$ cat src/dct_pkg.sv
// package for the dual counter/timer pulse unit
// assumes a 100 MHz system clock and a plain register port
package dct_pkg;
	localparam int CLK_HZ = 100000000;
	localparam int TB_HZ = 12000000;
	// time base tick every CLK_HZ/TB_HZ cycles (rounded down)
	localparam int TB_DIV = CLK_HZ / TB_HZ;
	localparam logic [3:0] TB_DIV_M1 = 4'(TB_DIV - 1);
	localparam int MIN_PULSE_NS = 650;
	localparam logic [7:0] DUTY_FULL = 8'h64;
	localparam logic [7:0] DUTY_HALF = 8'h32;
	// register byte addresses (byte address = 4*index)
	localparam logic [7:0] A_CTRL0 = 8'h00;
	localparam logic [7:0] A_DIV0 = 8'h04;
	localparam logic [7:0] A_CNT0 = 8'h08;
	localparam logic [7:0] A_CTRL1 = 8'h10;
	localparam logic [7:0] A_DIV1 = 8'h14;
	localparam logic [7:0] A_CNT1 = 8'h18;
	localparam logic [7:0] A_CASC = 8'h20;
	localparam logic [7:0] A_STAT = 8'h24;
	// control word fields
	localparam int F_EN = 0;
	localparam int F_MODE_LO = 1;
	localparam int F_SRC_LO = 4;
	localparam int F_GATE_LO = 6;
	localparam int F_POL = 9;
	localparam int F_DUTY_LO = 16;
	localparam logic [31:0] CTRL_RST = 32'h0032_0000;
	localparam logic [15:0] DIV_RST = 16'hFFFF;
	typedef enum logic [2:0] {
		DCT_M_COUNT, DCT_M_FREQ, DCT_M_RATE, DCT_M_ONESHOT, DCT_M_REPEAT
	} dct_mode_t;
	typedef enum logic [1:0] {
		DCT_S_INT, DCT_S_EXT, DCT_S_CASC
	} dct_src_t;
	typedef enum logic [2:0] {
		DCT_G_NONE, DCT_G_LOW, DCT_G_HIGH, DCT_G_FALL, DCT_G_RISE
	} dct_gate_t;
endpackage : dct_pkg

$ cat src/dct_top.sv
// dual counter/timer pulse unit: two units, time base, register port
// assumes external clock and gate pins are asynchronous to i_clk
//
// Design decisions made here: the register addresses and the plain strobed port.
`timescale 1ns/10ps
module dct_top
	import dct_pkg::*;
(
	input wire logic i_clk, // system clock 100 MHz
	input wire logic i_rstn, // sync reset, low
	input wire logic [7:0] i_addr, // register byte address
	input wire logic [31:0] i_wdata, // write data
	input wire logic i_wr, // write strobe
	input wire logic i_rd, // read strobe
	output logic [31:0] o_rdata, // read data, cycle after i_rd
	input wire logic [1:0] i_ext_clk, // external clock pins
	input wire logic [1:0] i_gate, // gate pins
	output logic [1:0] o_pulse // pulse output pins
);
	// ==============================================================
	// registers
	logic [31:0] ctrl [2];
	logic [15:0] div [2];
	logic casc;

	always_ff @(posedge i_clk) begin
		if (!i_rstn) begin
			ctrl[0] <= CTRL_RST;
			ctrl[1] <= CTRL_RST;
			div[0] <= DIV_RST;
			div[1] <= DIV_RST;
			casc <= 1'b0;
		end else if (i_wr) begin
			unique case (i_addr)
				A_CTRL0: ctrl[0] <= i_wdata;
				A_CTRL1: ctrl[1] <= i_wdata;
				A_DIV0: div[0] <= i_wdata[15:0];
				A_DIV1: div[1] <= i_wdata[15:0];
				A_CASC: casc <= i_wdata[0];
				default: ;
			endcase
		end
	end

	// ==============================================================
	// pin synchronisers and edge detection
	logic [1:0] clk_s1, clk_s2, clk_s3;
	logic [1:0] gt_s1, gt_s2, gt_s3;
	always_ff @(posedge i_clk) begin
		if (!i_rstn) begin
			clk_s1 <= 2'h0;
			clk_s2 <= 2'h0;
			clk_s3 <= 2'h0;
			gt_s1 <= 2'h0;
			gt_s2 <= 2'h0;
			gt_s3 <= 2'h0;
		end else begin
			clk_s1 <= i_ext_clk;
			clk_s2 <= clk_s1;
			clk_s3 <= clk_s2;
			gt_s1 <= i_gate;
			gt_s2 <= gt_s1;
			gt_s3 <= gt_s2;
		end
	end

	// ==============================================================
	// 12.5 MHz time base tick (divide by 8)
	logic [3:0] tb_cnt;
	logic tb_tick;
	always_ff @(posedge i_clk) begin
		if (!i_rstn) begin
			tb_cnt <= 4'h0;
		end else begin
			tb_cnt <= (tb_cnt == TB_DIV_M1) ? 4'h0 : tb_cnt + 4'h1;
		end
	end
	assign tb_tick = (tb_cnt == TB_DIV_M1);

	// ==============================================================
	// clock source selection and units
	logic [1:0] tick;
	logic [1:0] clk_out;
	logic [15:0] cnt [2];
	logic [1:0] running;
	logic [1:0] done;
	logic [1:0] src [2];

	assign src[0] = ctrl[0][F_SRC_LO+:2];
	assign src[1] = casc ? 2'(DCT_S_CASC) : ctrl[1][F_SRC_LO+:2];

	always_comb begin
		for (int i = 0; i < 2; i++) begin
			unique case (src[i])
				2'(DCT_S_EXT): tick[i] = clk_s2[i] && !clk_s3[i];
				2'(DCT_S_CASC): tick[i] = (i == 1) && clk_out[0];
				default: tick[i] = tb_tick;
			endcase
		end
	end

	for (genvar g = 0; g < 2; g++) begin : g_unit
		dct_unit u_unit (
			.i_clk(i_clk),
			.i_rstn(i_rstn),
			.i_en(ctrl[g][F_EN]),
			.i_mode(ctrl[g][F_MODE_LO+:3]),
			.i_gate_type(ctrl[g][F_GATE_LO+:3]),
			.i_pol(ctrl[g][F_POL]),
			.i_duty(ctrl[g][F_DUTY_LO+:8]),
			.i_div(div[g]),
			.i_tick(tick[g]),
			.i_gate(gt_s2[g]),
			.i_gate_rise(gt_s2[g] && !gt_s3[g]),
			.i_gate_fall(!gt_s2[g] && gt_s3[g]),
			.o_pulse(o_pulse[g]),
			.o_clk_out(clk_out[g]),
			.o_count(cnt[g]),
			.o_running(running[g]),
			.o_done(done[g])
		);
	end

	// ==============================================================
	// read port, data one cycle after the strobe
	always_ff @(posedge i_clk) begin
		if (!i_rstn || !i_rd) begin
			o_rdata <= 32'h0000_0000;
		end else begin
			unique case (i_addr)
				A_CTRL0: o_rdata <= ctrl[0];
				A_CTRL1: o_rdata <= ctrl[1];
				A_DIV0: o_rdata <= {16'h0000, div[0]};
				A_DIV1: o_rdata <= {16'h0000, div[1]};
				A_CNT0: o_rdata <= {16'h0000, cnt[0]};
				A_CNT1: o_rdata <= {16'h0000, cnt[1]};
				A_CASC: o_rdata <= {31'h0, casc};
				A_STAT: o_rdata <= {28'h0, done, running};
				default: o_rdata <= 32'h0000_0000;
			endcase
		end
	end
endmodule : dct_top

$ cat src/dct_unit.sv
// one 16-bit counter/timer channel
// assumes clock and gate already synchronised and a one-cycle tick
`timescale 1ns/10ps
module dct_unit
	import dct_pkg::*;
(
	input wire logic i_clk, // system clock
	input wire logic i_rstn, // sync reset, low
	input wire logic i_en, // software enable
	input wire logic [2:0] i_mode, // operating mode
	input wire logic [2:0] i_gate_type, // gate type
	input wire logic i_pol, // 1: low-to-high active high
	input wire logic [7:0] i_duty, // duty percent
	input wire logic [15:0] i_div, // reload minus one
	input wire logic i_tick, // one active clock edge
	input wire logic i_gate, // synced gate level
	input wire logic i_gate_rise, // gate rising edge
	input wire logic i_gate_fall, // gate falling edge
	output logic o_pulse, // pulse output
	output logic o_clk_out, // one-cycle tick per period end
	output logic [15:0] o_count, // event count (ticks while active)
	output logic o_running, // operation active
	output logic o_done // one-shot finished
);
	// ==============================================================
	// gate qualification
	logic gate_ok;
	logic trig;
	logic armed;
	logic firing;
	logic active;
	logic [15:0] phase;
	logic [23:0] duty_prod;
	logic [16:0] thresh;
	logic shot_mode;
	logic pulse_on;

	assign shot_mode = (i_mode == 3'(DCT_M_ONESHOT))
		|| (i_mode == 3'(DCT_M_REPEAT));
	always_comb begin
		unique case (i_gate_type)
			3'(DCT_G_LOW): gate_ok = !i_gate;
			3'(DCT_G_HIGH): gate_ok = i_gate;
			default: gate_ok = 1'b1;
		endcase
	end
	always_comb begin
		unique case (i_gate_type)
			3'(DCT_G_FALL): trig = i_gate_fall;
			3'(DCT_G_RISE): trig = i_gate_rise;
			default: trig = !armed && !o_done;
		endcase
	end

	// ==============================================================
	// one-shot arming: trigger waits for the next clock edge
	always_ff @(posedge i_clk) begin
		if (!i_rstn || !i_en || !shot_mode) begin
			armed <= 1'b0;
			o_done <= 1'b0;
		end else if (!armed && !o_done && trig) begin
			armed <= 1'b1;
		end else if (armed && firing && i_tick && phase == i_div) begin
			armed <= 1'b0;
			o_done <= (i_mode == 3'(DCT_M_ONESHOT));
		end
	end

	// pulse starts on the first tick after the trigger, lasts div+1 ticks
	always_ff @(posedge i_clk) begin
		if (!i_rstn || !i_en || !shot_mode) begin
			firing <= 1'b0;
		end else if (armed && i_tick) begin
			firing <= !(firing && phase == i_div);
		end
	end

	assign active = i_en && (shot_mode ? firing : gate_ok);
	assign o_running = active;

	// ==============================================================
	// period counter: reload i_div gives period i_div+1 ticks
	always_ff @(posedge i_clk) begin
		if (!i_rstn || !active) begin
			phase <= 16'h0000;
		end else if (i_tick) begin
			phase <= (phase == i_div) ? 16'h0000 : phase + 16'h0001;
		end
	end

	// event count wraps after 65,536 events
	always_ff @(posedge i_clk) begin
		if (!i_rstn || !i_en) begin
			o_count <= 16'h0000;
		end else if (active && i_tick) begin
			o_count <= o_count + 16'h0001;
		end
	end

	assign o_clk_out = active && i_tick && (phase == i_div);

	// ==============================================================
	// pulse shaping
	assign duty_prod = ({8'h00, i_div} + 24'h000001) * {16'h0000, i_duty};
	// 17 bits so that 100 % of a 65,536-tick period does not wrap to zero
	assign thresh = 17'(duty_prod / 24'(DUTY_FULL));
	assign pulse_on = shot_mode ? firing : ({1'b0, phase} < thresh);
	always_ff @(posedge i_clk) begin
		if (!i_rstn) begin
			o_pulse <= 1'b0;
		end else if (!active || i_mode == 3'(DCT_M_COUNT)
			|| i_mode == 3'(DCT_M_FREQ)) begin
			o_pulse <= !i_pol;
		end else begin
			o_pulse <= i_pol ? pulse_on : !pulse_on;
		end
	end
endmodule : dct_unit

$ cat config.mk
export PLATFORM = sky130hd
export DESIGN_NAME = dct_top
export DESIGN_NICKNAME = d
export VERILOG_FILES = /design/src/dct_pkg.sv /design/src/dct_top.sv /design/src/dct_unit.sv
export SDC_FILE = /design/constraint.sdc
export NUM_CORES = 1
export LEC_CHECK = 0
export ABC_AREA = 1
export BUFFER_PORTS_ARGS = -buffer_cell sky130_fd_sc_hd__buf_2
export CAP_MARGIN = 0
export CORE_MARGIN = 8
export CORE_UTILIZATION = 40
export CTS_BUF_LIST = sky130_fd_sc_hd__clkbuf_4 sky130_fd_sc_hd__clkbuf_8
export CTS_CLUSTER_DIAMETER = 120
export CTS_CLUSTER_SIZE = 14
export DETAILED_ROUTE_END_ITERATION = 8
export MAX_ROUTING_LAYER = met4
export PLACE_DENSITY = 0.57
export SYNTH_ARGS = -nofsm -noshare
export SYNTH_HDL_FRONTEND = slang
export SYNTH_SLANG_ARGS = --single-unit
$ cat constraint.sdc
create_clock -name i_clk -period 24.3 [get_ports i_clk]
set_clock_uncertainty 0.15 [all_clocks]
set_input_delay 0 -clock i_clk [delete_from_list [all_inputs] [get_ports i_clk]]
set_output_delay 0 -clock i_clk [all_outputs]
set_load 0.02 [all_outputs]
Word level (Yosys, flattened, before mapping). Memory sizes are Yosys's and may differ from the RTL's. Cells that the tools add are included.

Output and inout bits: 34. Bits in writable memories: 96. Logic and storage cells: 185. Flip-flop bits (word level): 121. Input bits: 48. Memories kept: 2.

Bitwise logic cells: 7. Order comparisons: 2. Multiplexer cells: 43. Eq/ne operators: 28. $mul: 2. Reduce and logical (&&, ||, !) cells: 71. Div/mod/pow operators: 2. $add $sub $neg: 7.

Memories: ctrl (depth 2, bits a word 32, read ports 2, clocked after memory_dff 0, wr ports 2, RTL line dct_top.sv:22) `logic [31:0] ctrl [2];`; div (depth 2, bits a word 16, read ports 2, clocked after memory_dff 0, wr ports 2, RTL line dct_top.sv:23) `logic [15:0] div [2];`.

Operators by type and width (number): 32-bit one-hot mux with 8 select lines (1); 16-bit by 1-bit adder with 16-bit output, second input constant (4); 16-bit 2-to-1 mux (4); 32-bit 2-to-1 mux (2); 24-bit by 7-bit divider with 24-bit output, second input constant (2); 24-bit by 8-bit multiplier with 24-bit output (2); 16-bit by 1-bit adder with 17-bit output, second input constant (2); 16-bit by 17-bit < comparator with 1-bit output (2); 16-bit == test (2); 1-bit 2-to-1 mux (29); 1-bit logical AND (25); 8-bit by 5-bit == test with 1-bit output, second input constant (3); 1-bit zero test (24); 3-bit by 2-bit == test with 1-bit output, second input constant (6); 8-bit by 6-bit == test with 1-bit output, second input constant (2); 1-bit logical OR (13); 3-bit by 1-bit == test with 1-bit output, second input constant (4); 3-bit == test, second input constant (4); 1-bit one-hot mux with 2 select lines (6); 8-bit by 3-bit == test with 1-bit output, second input constant (1); 8-bit by 4-bit == test with 1-bit output, second input constant (1); 8-bit zero test (1); 3-bit zero test (2); 2-bit AND reduction (3); other kinds (9) (17).

Depth between registers and ports, before layout. An unclocked memory read counts as a cell.

Word-level depth: 12. Mapped depth: 136. Mapped depth without buffers: 135.

Cells and area by module. A second synthesis with hierarchy kept.

Cell total of the unflattened synthesis: 3775. Area total of the unflattened synthesis: 25977.4 µm².

Modules (own cells, without submodules): dct_unit (cells an instance 1575, area each 9977.1 µm², instances 2, seq. area each 720.7 µm²); dct_top (cells an instance 625, area each 6023.3 µm², instances 1, seq. area each 3863.7 µm²).

Least setup slack after synthesis. OpenSTA, ideal clock, no wires.

Path type: register to register. Start point: mem div[0][0]. End point: reg g_unit[0].u_unit.o_pulse. Slack: 10.454 ns. Stages on the path, launching flop included: 118. Clock period less this slack: 13.846 ns. Arrival: 13.583 ns. Path through: edfxtp_1 -> clkbuf_1 -> inv_1 -> nor3_1 -> nand2_1 -> nor2_1 -> inv_1 -> nor2_1 -> inv_1 -> nor3_1 -> inv_1 -> nor2_1 -> inv_1 -> nor3_1 -> nand2_1 -> xor2_1 -> nor2_1 -> fa_1 -> [82 not listed] -> nand2_4 -> nand2_2 -> nand2_4 -> nor2_1 -> nand2_1 -> nand2_1 -> inv_1 -> ha_1 -> nand4_1 -> a31oi_1 -> a2111oi_0 -> nor3_1 -> o311ai_0 -> nand2_1 -> nand2_2 -> nand3_2 -> nand2_1 -> nor2_2.

RTL lines: start, declared (RTL line dct_top.sv:23); end signal, assigned (RTL line dct_unit.sv:113) `o_pulse <= !i_pol;`; end signal, assigned (RTL line dct_unit.sv:115) `o_pulse <= i_pol ? pulse_on : !pulse_on;`; end, declared (RTL line dct_unit.sv:19) `output logic o_pulse,`.

==> impl_metrics.yaml <==
placement:
  io_buffers: 81
  globalplace.congestion: 0.9178
  dp.final_hpwl_um: 56860
  preCtsSetupSlack_ns: 8.144
critical_path:
  r2r.worst_path.cells: 114
  worst_setup_path_start_kind: "flip-flop"
  critical-path-top-cell-by-count: "nand2_1"
  cp.arrival_ns: 16.54
  kind_of_capture_point_of_the_worst_setup_path: "flip-flop"
  worst_path_largest_cell_delay_ns: 0.59
  worstPathMaxFanout: 9
  crit-reg2reg-launch: "div[0][16]"
  critical_path_class: "reg -> reg"
  timing.reg2reg.setup_slack_ns: 8.05
  crit-reg2reg-capture: "g_unit[1].u_unit.o_pulse"
  crit_start: "div[0][16]"
  slowest_stage: "edfxtp_1"
  cp.required_ns: 24.59
sta:
  whs_ns: 0.04055
  period_needed_ns: 16.25
  max-slew-margin-rel_pct: 36.39
  setup_viol: 0
  fmax_mhz: 61.55
  final.period_utilization_pct: 66.86
  worstMarginPinSlew_ns: 0.9474
  worst_slack_ns: 8.052
  final_max_slew_viol_count: 0
  post_route_setup_tns_ns: 0
  timing.final.hold_violations: 0
  grt_setup_unrepaired: "no"
yosys:
  synth_nets: 3914
  mappedNetlistArea_um2: 24920
  ys_top_cells_by_area: "fa_1 (14%), edfxtp_1 (12%), nand2_1 (11%)"
  synth-main-ff-cell: "dfxtp_1"
  synth.cells.most_frequent: "nand2_1 (754), inv_1 (680), nor2_1 (438)"
  ys_ff_latch: 217
  synth.distinct_cells: 69
  sequential_area_share_after_synthesis_pct: 21.29
  synth-edff-count: 96
  synthesis.yosys.warnings: 0
  synth_top_area_cell: "fa_1"
  syn_avg_cell_area_um2: 6.995
  post_synth_inst_count: 3562
  synth.top_cell.area_share_pct: 14.30
  synthMostInstantiatedCell: "nand2_1"
  postSynth.asyncResetShare_pct: 0
final_layout:
  final_layout_size_suffix_gt1_share_pct: 12.37
  area.growth.synth_to_final_pct: 9.160
  nets: 4033
  diodes: 0
  final_util_pct: 44.15
drt:
  firstDrtPassIters: 5
  routed_via_count: 22420
  post-route-drc-count: 0
  drtAntennaViolNets: 0
  detail_route.wirelength_um: 69200
  detailedRoute.firstIterationViolations: 1628
  wire_per_inst_um: 15.27
  via_per_inst: 4.949
floorplanning:
  ios: 82
  die_area_um2: 70530
  floorplan.rows: 91
  start_util_pct: 40.45
  die-height_um: 265.6
  dieWidth_um: 265.6
  core_area_um2: 61600
cts:
  postCtsSetupBuffers: 0
  num_cts_buffers: 19
  postCtsHoldBufs: 54
  root_buffer: "clkbuf_8"
  cts_resized: 0
  clk_path_buf_depth: 3
  cts_tree: "built"
  path_clk_slew_ns: 0.10
  cts_num_sinks: 217
  cts-htree-levels: 1
  clock_insertion_delay_worst_skew_ns: 0.54
min_path:
  min_from: "i_addr[2]"
  worst_hold_path.endpoint: "o_rdata[5]"
  min_path_type: "in -> reg"
  hold-path-cell-count: 6
grt:
  global_route.usage.met1_pct: 27.28
  grt_util_met3_pct: 1.810
  grt_overflow_total: 0
  grt.busiest_layer: "met2"
  antenna_found_initial: 0
  grtUsageTotal_pct: 20.03
  first_global_vias: 21620
  grt_first_pass_wirelength_um: 113000
  grt_max_degree: 33
  gr-usage-met2_pct: 32.52
run_status:
  outcome: "finished clean"
flow_run:
  max_cap_violations: 0
[area by class of cell]
| cell class | count | area [um^2] |
|---|---|---|
| clock buffers | 32 | 359.1 |
| clock inverters | 2 | 16.27 |
| fillers | 6406 | 34400 |
| inverters | 745 | 2803 |
| multi-input cells | 2551 | 16630 |
| flip-flops and latches | 217 | 5305 |
| well taps | 837 | 1047 |
| repair buffers | 147 | 1036 |
[worst max-delay path, delay by kind of cell, from the launching register on]
kind	cells	cell delay, ns
AO/OA/AOI/OAI	5	1.05
XOR/XNOR	1	0.59
flip-flops	1	0.59
AND/OR/NAND/NOR	89	10.11
adder cells (fa/ha/maj)	6	2.66
buffers and inverters	13	0.88
[sequential cells by signal, summed over array words and instances (netlist names)]
name,cells
g_unit.u_unit.o_done,2
g_unit.u_unit.armed,2
g_unit.u_unit.firing,2
gt_s1,2
g_unit.u_unit.o_pulse,2
div,32
g_unit.u_unit.o_count,32
clk_s2,2
ctrl,64
tb_cnt,4
clk_s3,2
g_unit.u_unit.phase,32
o_rdata,32
gt_s3,2
casc,1
clk_s1,2
gt_s2,2
[stage by stage]
step,cell area [um^2],cells
floorplan,24920,3562
global placement,26280,4443
detailed placement,26280,4443
CTS,27200,4531
global route,27200,4531
finish,27200,4531
[cells by family after synthesis]
kind of cell,Yosys count,share of synthesized area [%]
compound gates,343,8.176
simple gates,1818,34.59
flops,217,21.29
buf+inv,794,12.13
fa+ha+maj,304,20.63
xor+xnor,86,3.189
[cell usage in the layout (no fill, tap or decap), types with 11 or more instances in the layout]
master,instances
nand2_1,754
inv_1,680
nor2_1,437
nand3_1,213
fa_1,178
ha_1,126
dfxtp_1,121
a21oi_1,117
nand2_2,117
edfxtp_1,96
o21ai_0,85
buf_2,81
nand4_1,80
xor2_1,58
inv_2,57
dlygate4sd3_1,54
nand2_4,47
nor3_1,42
o22ai_1,30
nor2_2,25
o21ai_1,24
xnor2_1,24
clkbuf_8,19
nor2_4,15
clkbuf_4,13
nand4_2,12
nor3b_1,12
nand3b_1,12
nor4_1,12
a211oi_1,12
buf_4,12
or2_2,11
[metal layers]
layer | vias up | wire (um)
met1 | 10440 | 33050
met2 | 509 | 31430
met5 | - | 0
met4 | 0 | 1404
li1 | 11400 | -
met3 | 71 | 3304
[worst max-delay path by stage]
stage                               endpoint  slack, ns  cells past startpoint
floorplan           g_unit[0].u_unit.o_pulse      10.45                    117
global placement    g_unit[1].u_unit.o_pulse       8.08                    116
detailed placement  g_unit[1].u_unit.o_pulse       8.14                    114
CTS                 g_unit[1].u_unit.o_pulse       8.08                    114
global route        g_unit[1].u_unit.o_pulse       6.11                    116
finish              g_unit[1].u_unit.o_pulse       8.05                    114
Power is not shown: default switching activity piles up to over one toggle a cycle in this logic, so the estimate is an artifact.
